`src/verilog/pm_wake_consts.svh`:
```
// constants for the power-state and wake-event logic
`ifndef PM_WAKE_CONSTS_SVH
`define PM_WAKE_CONSTS_SVH

`define PM_STATE_D0        2'h0
`define PM_STATE_D1        2'h1
`define PM_STATE_D2        2'h2
`define PM_WAKE_NONE       2'h0
`define PM_WAKE_ENERGY     2'h1
`define PM_WAKE_FRAME      2'h2
`define PM_CLK_HZ          10000000
`define PM_PULSE_MS        50
`define PM_READY_MAX_MS    2
`define PM_PULSE_CYCLES    ((`PM_PULSE_MS * `PM_CLK_HZ) / 1000)
`define PM_READY_CYCLES    ((`PM_READY_MAX_MS * `PM_CLK_HZ) / 1000)
`define PM_READY_DEFAULT   16
`define PM_CNT_W           20

`endif

```
`src/verilog/pm_wake_pkg.sv`:
```
// types shared by the power-state and wake-event logic
package pm_wake_pkg;

  typedef enum logic [1:0] {
    STATE_D0,
    STATE_D1,
    STATE_D2,
    STATE_WAKING
  } power_state_t;

  typedef struct packed {
    logic       wakeLanEnable;
    logic       energyDetectWakeEnable;
    logic       eventPinEnable;
    logic       eventPinPulseSelect;
  } wake_cfg_t;

  typedef struct packed {
    logic       frameSeen;
    logic       carrierSeen;
  } wake_evt_t;

endpackage : pm_wake_pkg

```
`src/verilog/power_state_wake_control.sv`:
```
// power-state and wake-event control
`timescale 1ns/1ps
`default_nettype none
`include "pm_wake_consts.svh"

module power_state_wake_control #(
  parameter int READY_CYCLES = `PM_READY_DEFAULT,
  parameter int PULSE_CYCLES = `PM_PULSE_CYCLES
) (
  input  wire logic                   clk_sys,
  input  wire logic                   rst,
  input  wire logic                   hostRead,
  input  wire logic                   hostWrite,
  input  wire logic                   modeWrite,
  input  wire logic [1:0]             modeData,
  input  wire logic                   byteTestWrite,
  input  wire logic                   wakeStatusClear,
  input  wire logic                   wakeIntClear,
  input  wire pm_wake_pkg::wake_cfg_t cfg,
  input  wire logic                   wakeFramePin,
  input  wire logic                   carrierPin,
  output logic [1:0]                  power_state_select,
  output logic [1:0]                  wake_status_field,
  output logic                        ready,
  output logic                        writeEnable,
  output logic                        wakeInterrupt,
  output logic                        wakeIntStatus,
  output logic                        frameDetectEnable,
  output logic                        macClockEnable,
  output logic                        hostClockEnable,
  output logic                        pmClockEnable,
  output logic                        internalClockEnable,
  output logic                        eventPin,
  output logic                        eventPinOe
);

  // ************************************************************
  // pin synchronisers
  // ************************************************************
  pm_wake_pkg::wake_evt_t evt;
  logic [1:0]             evtSync;

  pin_sync #(.WIDTH(2)) u_sync (
    .clk_sys (clk_sys),
    .rst     (rst),
    .din     ({wakeFramePin, carrierPin}),
    .dout    (evtSync)
  );

  assign evt.frameSeen   = evtSync[1];
  assign evt.carrierSeen = evtSync[0];

  // ************************************************************
  // write qualification
  // ************************************************************
  // host writes land only once a read has armed them
  // hostWrite marks a real bus write, so a stray strobe is not taken
  // the wake write skips this gate
  logic writeArmed;
  logic modeWriteOk;
  logic statusClearOk;
  logic intClearOk;

  always_comb begin
    writeArmed    = writeEnable && hostWrite;
    modeWriteOk   = modeWrite && writeArmed;
    statusClearOk = wakeStatusClear && writeArmed;
    intClearOk    = wakeIntClear && writeArmed;
  end

  // ************************************************************
  // wake timing
  // ************************************************************
  // delays are clamped, so no setting breaks the ready limit or wraps a counter
  localparam int READY_LIMIT = `PM_READY_CYCLES;
  localparam int READY_USED  = (READY_CYCLES > READY_LIMIT) ? READY_LIMIT :
                               (READY_CYCLES < 1) ? 1 : READY_CYCLES;
  localparam int PULSE_MAX   = (1 << `PM_CNT_W) - 1;
  localparam int PULSE_USED  = (PULSE_CYCLES > PULSE_MAX) ? PULSE_MAX :
                               (PULSE_CYCLES < 1) ? 1 : PULSE_CYCLES;

  // ************************************************************
  // power state machine
  // ************************************************************
  pm_wake_pkg::power_state_t state;
  pm_wake_pkg::power_state_t next_state;
  logic [1:0]                next_power_state_select;
  logic                      next_ready;
  logic                      next_writeEnable;
  logic [`PM_CNT_W-1:0]      wakeCount;
  logic [`PM_CNT_W-1:0]      next_wakeCount;

  function automatic logic asleep(input pm_wake_pkg::power_state_t s);
    asleep = (s == pm_wake_pkg::STATE_D1) || (s == pm_wake_pkg::STATE_D2);
  endfunction : asleep

  // state decodes shared by gating, detection and status
  function automatic logic inLight(input pm_wake_pkg::power_state_t s);
    inLight = (s == pm_wake_pkg::STATE_D1);
  endfunction : inLight

  function automatic logic inDeep(input pm_wake_pkg::power_state_t s);
    inDeep = (s == pm_wake_pkg::STATE_D2);
  endfunction : inDeep

  always_comb begin
    next_state              = state;
    next_power_state_select = power_state_select;
    next_ready              = ready;
    next_writeEnable        = writeEnable;
    next_wakeCount          = wakeCount;
    // a write only counts once a read has armed the interface
    if (hostRead) begin
      next_writeEnable = 1'b1;
    end
    case (state)
      pm_wake_pkg::STATE_D0: begin
        // 00 and 11 name no saving state and leave the mode alone
        if (modeWriteOk) begin
          if (modeData == `PM_STATE_D1) begin
            next_state              = pm_wake_pkg::STATE_D1;
            next_power_state_select = `PM_STATE_D1;
            next_ready              = 1'b0;
            next_writeEnable        = 1'b0;
          end else if (modeData == `PM_STATE_D2) begin
            next_state              = pm_wake_pkg::STATE_D2;
            next_power_state_select = `PM_STATE_D2;
            next_ready              = 1'b0;
            next_writeEnable        = 1'b0;
          end
        end
      end
      pm_wake_pkg::STATE_D1, pm_wake_pkg::STATE_D2: begin
        // the wake write is honoured even without a prior read
        if (byteTestWrite) begin
          next_state              = pm_wake_pkg::STATE_WAKING;
          next_power_state_select = `PM_STATE_D0;
          next_wakeCount          = READY_USED[`PM_CNT_W-1:0];
          next_writeEnable        = 1'b0;
        end
      end
      pm_wake_pkg::STATE_WAKING: begin
        // host clocks run again here so ready can be polled
        if (wakeCount <= 20'h00001) begin
          next_state = pm_wake_pkg::STATE_D0;
          next_ready = 1'b1;
          next_wakeCount = '0;
        end else begin
          next_wakeCount = wakeCount - 20'h00001;
        end
      end
      default: begin
        next_state = pm_wake_pkg::STATE_D0;
      end
    endcase
  end

  always_ff @(posedge clk_sys or posedge rst) begin
    if (rst) begin
      state              <= pm_wake_pkg::STATE_D0;
      power_state_select <= `PM_STATE_D0;
      ready              <= 1'b1;
      writeEnable        <= 1'b0;
      wakeCount          <= '0;
    end else begin
      state              <= next_state;
      power_state_select <= next_power_state_select;
      ready              <= next_ready;
      writeEnable        <= next_writeEnable;
      wakeCount          <= next_wakeCount;
    end
  end

  // ************************************************************
  // clock gating controls
  // ************************************************************
  // configuration registers live outside and keep running, so they survive sleep
  // enables are decoded from state, so they drop on the entry edge itself
  always_comb begin
    macClockEnable      = !asleep(state);
    hostClockEnable     = !asleep(state);
    pmClockEnable       = !inDeep(state);
    internalClockEnable = !inDeep(state);
    frameDetectEnable   = inLight(state);
  end

  // ************************************************************
  // wake status and interrupt
  // ************************************************************
  logic [1:0] next_wake_status_field;
  logic       next_wakeIntStatus;
  logic       frameHit;
  logic       carrierHit;
  logic       wakeSource;

  always_comb begin
    // level compare catches carrier already present at entry
    frameHit   = inLight(state) && evt.frameSeen && cfg.wakeLanEnable;
    carrierHit = inDeep(state) && evt.carrierSeen && cfg.energyDetectWakeEnable;
    next_wake_status_field = wake_status_field;
    // a cleared field lets the interrupt and pin fall
    if (statusClearOk) begin
      next_wake_status_field = `PM_WAKE_NONE;
    end
    // set wins over a clear in the same cycle
    if (frameHit) begin
      next_wake_status_field = `PM_WAKE_FRAME;
    end else if (carrierHit) begin
      next_wake_status_field = `PM_WAKE_ENERGY;
    end
  end

  // internal wake level tracks status gated by its matching enable
  always_comb begin
    wakeSource = (wake_status_field == `PM_WAKE_FRAME && cfg.wakeLanEnable)
              || (wake_status_field == `PM_WAKE_ENERGY && cfg.energyDetectWakeEnable);
    wakeInterrupt = wakeSource;
    next_wakeIntStatus = wakeIntStatus;
    // a clear while the source stands is dropped, not queued
    if (intClearOk && !wakeSource) begin
      next_wakeIntStatus = 1'b0;
    end
    if (wakeSource) begin
      next_wakeIntStatus = 1'b1;
    end
  end

  always_ff @(posedge clk_sys or posedge rst) begin
    if (rst) begin
      wake_status_field <= `PM_WAKE_NONE;
      wakeIntStatus     <= 1'b0;
    end else begin
      wake_status_field <= next_wake_status_field;
      wakeIntStatus     <= next_wakeIntStatus;
    end
  end

  // ************************************************************
  // event pin trigger
  // ************************************************************
  logic hitSeen;
  logic next_hitSeen;

  // a one-cycle hit would expire before hold rises, so it is held a cycle
  // a standing hit retriggers the pulse once it ends
  always_comb begin
    next_hitSeen = frameHit || carrierHit;
  end

  always_ff @(posedge clk_sys or posedge rst) begin
    if (rst) begin
      hitSeen <= 1'b0;
    end else begin
      hitSeen <= next_hitSeen;
    end
  end

  // ************************************************************
  // external event pin
  // ************************************************************
  logic pinActive;

  event_pin_driver #(.PULSE_CYCLES(PULSE_USED)) u_pin (
    .clk_sys     (clk_sys),
    .rst         (rst),
    .trigger     (hitSeen),
    .hold        (wakeSource && cfg.eventPinEnable),
    .pulseSelect (cfg.eventPinPulseSelect),
    .pinActive   (pinActive)
  );

  // open-drain style: drive only while active
  always_comb begin
    eventPin   = pinActive;
    eventPinOe = pinActive;
  end

endmodule : power_state_wake_control

`default_nettype wire

```
`src/verilog/pin_sync.sv`:
```
// two-flop synchroniser for pin inputs
`timescale 1ns/1ps
`default_nettype none

module pin_sync #(
  parameter int WIDTH = 1
) (
  input  wire logic             clk_sys,
  input  wire logic             rst,
  input  wire logic [WIDTH-1:0] din,
  output logic      [WIDTH-1:0] dout
);

  logic [WIDTH-1:0] stage1;

  always_ff @(posedge clk_sys or posedge rst) begin
    if (rst) begin
      stage1 <= '0;
      dout   <= '0;
    end else begin
      stage1 <= din;
      dout   <= stage1;
    end
  end

endmodule : pin_sync

`default_nettype wire

```
`src/verilog/event_pin_driver.sv`:
```
// event pin driver: pulsed or static drive
`timescale 1ns/1ps
`default_nettype none
`include "pm_wake_consts.svh"

module event_pin_driver #(
  parameter int PULSE_CYCLES = `PM_PULSE_CYCLES
) (
  input  wire logic clk_sys,
  input  wire logic rst,
  input  wire logic trigger,
  input  wire logic hold,
  input  wire logic pulseSelect,
  output logic      pinActive
);

  logic [`PM_CNT_W-1:0] count;
  logic [`PM_CNT_W-1:0] next_count;
  logic                 next_pinActive;

  // free clock domain, so the pulse finishes while host side is gated
  always_comb begin
    next_count     = count;
    next_pinActive = pinActive;
    if (!hold) begin
      next_pinActive = 1'b0;
      next_count     = '0;
    end else if (trigger && !pinActive) begin
      next_pinActive = 1'b1;
      next_count     = PULSE_CYCLES[`PM_CNT_W-1:0];
    end else if (pinActive && pulseSelect) begin
      if (count <= 20'h00001) begin
        next_pinActive = 1'b0;
        next_count     = '0;
      end else begin
        next_count = count - 20'h00001;
      end
    end
  end

  always_ff @(posedge clk_sys or posedge rst) begin
    if (rst) begin
      count     <= '0;
      pinActive <= 1'b0;
    end else begin
      count     <= next_count;
      pinActive <= next_pinActive;
    end
  end

endmodule : event_pin_driver

`default_nettype wire

```
`config.mk`:
```
export PLATFORM = sky130hd
export DESIGN_NAME = power_state_wake_control
export DESIGN_NICKNAME = d
export VERILOG_FILES = /design/src/verilog/pm_wake_pkg.sv /design/src/verilog/power_state_wake_control.sv /design/src/verilog/pin_sync.sv /design/src/verilog/event_pin_driver.sv
export VERILOG_INCLUDE_DIRS = /design/src /design/src/verilog
export SDC_FILE = /design/constraint.sdc
export NUM_CORES = 1
export LEC_CHECK = 0
export ABC_AREA = 0
export BUFFER_PORTS_ARGS = -buffer_cell sky130_fd_sc_hd__buf_2
export CAP_MARGIN = 20
export CORE_ASPECT_RATIO = 2
export CORE_UTILIZATION = 59
export DETAILED_ROUTE_END_ITERATION = 16
export PLACE_DENSITY_LB_ADDON = 0.25
export SLEW_MARGIN = 10
export SYNTH_ARGS = -nofsm -noshare
export SYNTH_HDL_FRONTEND = slang
export SYNTH_HIERARCHICAL = 1
export SYNTH_SLANG_ARGS = --single-unit
```
`constraint.sdc`:
```
create_clock -name clk_sys -period 3.1 [get_ports clk_sys]
set_input_delay 0.155 -clock clk_sys [delete_from_list [all_inputs] [get_ports clk_sys]]
set_output_delay 0.155 -clock clk_sys [all_outputs]
set_load 0.005 [all_outputs]
```
==> run metrics <==
share of layout cells above drive strength 1 about 17%; Vias 2683; clk buf depth 2; power share of the sequential group between 60 and 70%; initial antenna violation count 0; CP max stage delay 0.55 ns; number of diodes 0; global-route wire length before repair 12.8 mm; peak supply drop 0.268 mV; Worst Path Max Fanout 12; part of the power in combinational logic 3.4%; worst hold slack 0.0441 ns; DR pass1 iterations 5; PortBufs 30; DR iter-0 viols 117; H-tree depth 2; Slew headroom 34.6%; Cell variety after synth 60; DRC 0; GR Overflow Total 0; clk_skew 0.00292 ns; placed cell areas between 0.003 and 0.004 mm^2; reg2reg setup slack roughly 0.69 ns; Hold Fails Final Rpt 0; Seq/Total Area, Yosys approximately 45%; Max Clk Rate 415 MHz; clk sinks 55; io pins 31; die width 53.1 um; Cell Area, Synth just over 0.003 mm^2; warning count from the yosys run 6; Place WS 0.707 ns; Final nets 385; EDFF count, synth 0; Core ar. around 0.0050 mm^2; CTS tree done; maxcap violations 0; post-CTS sizing 0; fin crit period 2.41 ns; vias in the first global route 2759; Clock Latency Late Sink 0.31 ns; largest net degree at the start of global routing 23; Slowest-stage cell, CP o41ai_4; Overall Power approximately 0.0012 W; switching power between 0.0002 and 0.0003 W; Final Slew Violations 0; Leak 1.69 nW; synthesis-stage register bit count 55; Setup crit start kind flop; clock power share 34.0%; pwr/cell area 337 mW/mm^2; status finished, final reports clean; FFs w/ async S/R, synth 100%; Crit Path Class flop to flop; gr usage total between 30% and 40%; clk slew on worst S/H paths 0.10 ns; Mean Syn Cell Area 9.49 um^2; layout overhead on the synthesized area 10.9%; sw frac ~23%; routed length per instance 18.2 um; CP delay by family, top simple AND/OR/NAND/NOR gates; clock root buffer clkbuf_8; final instance area between 0.003 and 0.004 mm^2; Detailed Route WL 7.63 mm; crit path DAT 2.62 ns; initial cell density of the core 62.3%; crit-path cells or4_4 > or3_4 > o41ai_4 > and2_4 > nor2_1; most common cell after layout, fill and taps aside dfrtp_1; HPWL after detailed placement 5.79 mm; worst setup margin 0.689 ns; Syn Nets 349; GPL Wtd Cong ~0.90; Setup violations, final 0; Critical Path RT 3.31 ns; Slew @ Worst Pin between 0.9 and 1 ns; RSZ-0062 raised after global routing false; CTS buffer count 5; Die ar. 0.00554 mm^2; most frequent cells in the layout dfrtp_1, nand2_1, nor2_1, buf_2, nand3_1; CP Buf/Inv Count 0; kind of path behind the tightest hold check primary input to flop; internal power 0.000893 W; Post-Route Setup TNS 0 ns; CP Capture Type flop; vias per inst 6.40; num rows 36; Post-Syn Instances 325; Primary FF master, synth dfrtp_1; die height 104 um; Routed Antenna Nets 0; fin crit share between 70% and 80%
## timing repair
item                      4_1_cts  5_1_grt
hold endpoints to repair       14        0
setup buffers                   0        0
hold buffers                    3        0
## final timing paths
| kind | endpoint | startpoint | depth (start not counted) |
|---|---|---|---|
| min | writeEnable | hostRead | 2 |
| min reg2reg | u_sync/dout[1] | u_sync/stage1[1] | 0 |
| min in group asynchronous | u_sync/stage1[1] | rst | 3 |
| max reg2reg | wakeCount[5] | wakeCount[17] | 5 |
| max | wakeCount[5] | wakeCount[17] | 5 |
| max in group asynchronous | u_pin/count[4] | rst | 3 |
## registers in the layout, indices dropped and copies added (netlist names)
signal / count
power_state_select: 2
u_pin/pinActive: 1
u_sync/stage1: 2
u_sync/dout: 2
state: 2
writeEnable: 1
hitSeen: 1
wake_status_field: 2
u_pin/count: 20
wakeCount: 20
ready: 1
wakeIntStatus: 1
## routing by layer
layer / track usage (%) / routed length (um)
met1: 32.0 / 2580
met5: 0 / 0
met2: 57.6 / 4430
met3: 3.95 / 266
met4: 15.4 / 354
## worst register-to-register path, cell delays in order (launching register included)
cell and delay (ns):
dfrtp_1 0.40, or4_4 0.54, or3_4 0.41, o41ai_4 0.56, and2_4 0.33, nor2_1 0.07
## synthesized netlist by cell type (all sizes together), types with 3 or more instances
library cell,count,share of area [%]
ha,8,3.2
nand3,22,3.7
o22ai,5,1.0
nand4,3,0.61
nand2,32,3.9
or4,13,3.8
clkbuf,4,0.49
or3,8,1.8
a21o,3,0.73
dfrtp,54,44
a21oi,15,2.4
a31oi,5,1.0
buf,4,1.1
nand3b,3,0.73
inv,17,2.1
xnor2,9,2.6
xor2,4,1.1
o21ai,16,2.6
nor2,31,3.9
nor3,12,2.3
nor4,8,2.6
a22oi,3,0.73
nor4b,4,1.6
nand2b,4,0.81
and2,4,0.97
o31ai,6,1.5
mux2i,5,1.6
## layout make-up
type                    instances  area [um^2]
inverters                      18         67.6
clock inverters                 3         15.0
multi-input cells             244         1590
clock buffers                   5         68.8
fillers                       399         1530
flip-flops and latches         55         1380
repair buffers                 37          230
well taps                      57         71.3
## cell families (layout without fill, tap and decap cells)
logic type,Yosys count,count (layout),share of synthesized area [%]
fa+ha+maj,8,8,3.24
xor+xnor,13,13,3.69
flops,55,55,44.6
buf+inv,26,63,3.77
compound gates,69,69,15.1
mux,6,6,1.99
simple gates,148,148,27.6
## per-stage QoR
stage	utilization, %	std cells
2_1_floorplan	-	325
3_3_place_gp	66.2	407
3_5_place_dp	66.8	408
4_1_cts	69.1	419
5_1_grt	69.1	419
6_report	69.1	419
## power groups by stage
stage	sequential, W	combinational [W]	clock, W
3_3_place_gp	0.000736	0.0000323	0
3_5_place_dp	0.000737	0.0000377	0
2_1_floorplan	0.000736	0.0000154	0
4_1_cts	0.000722	0.0000408	0.000402
5_1_grt	0.000723	0.0000449	0.000426
6_report	0.000722	0.0000396	0.000392
Power figures use the tool's default switching activity.
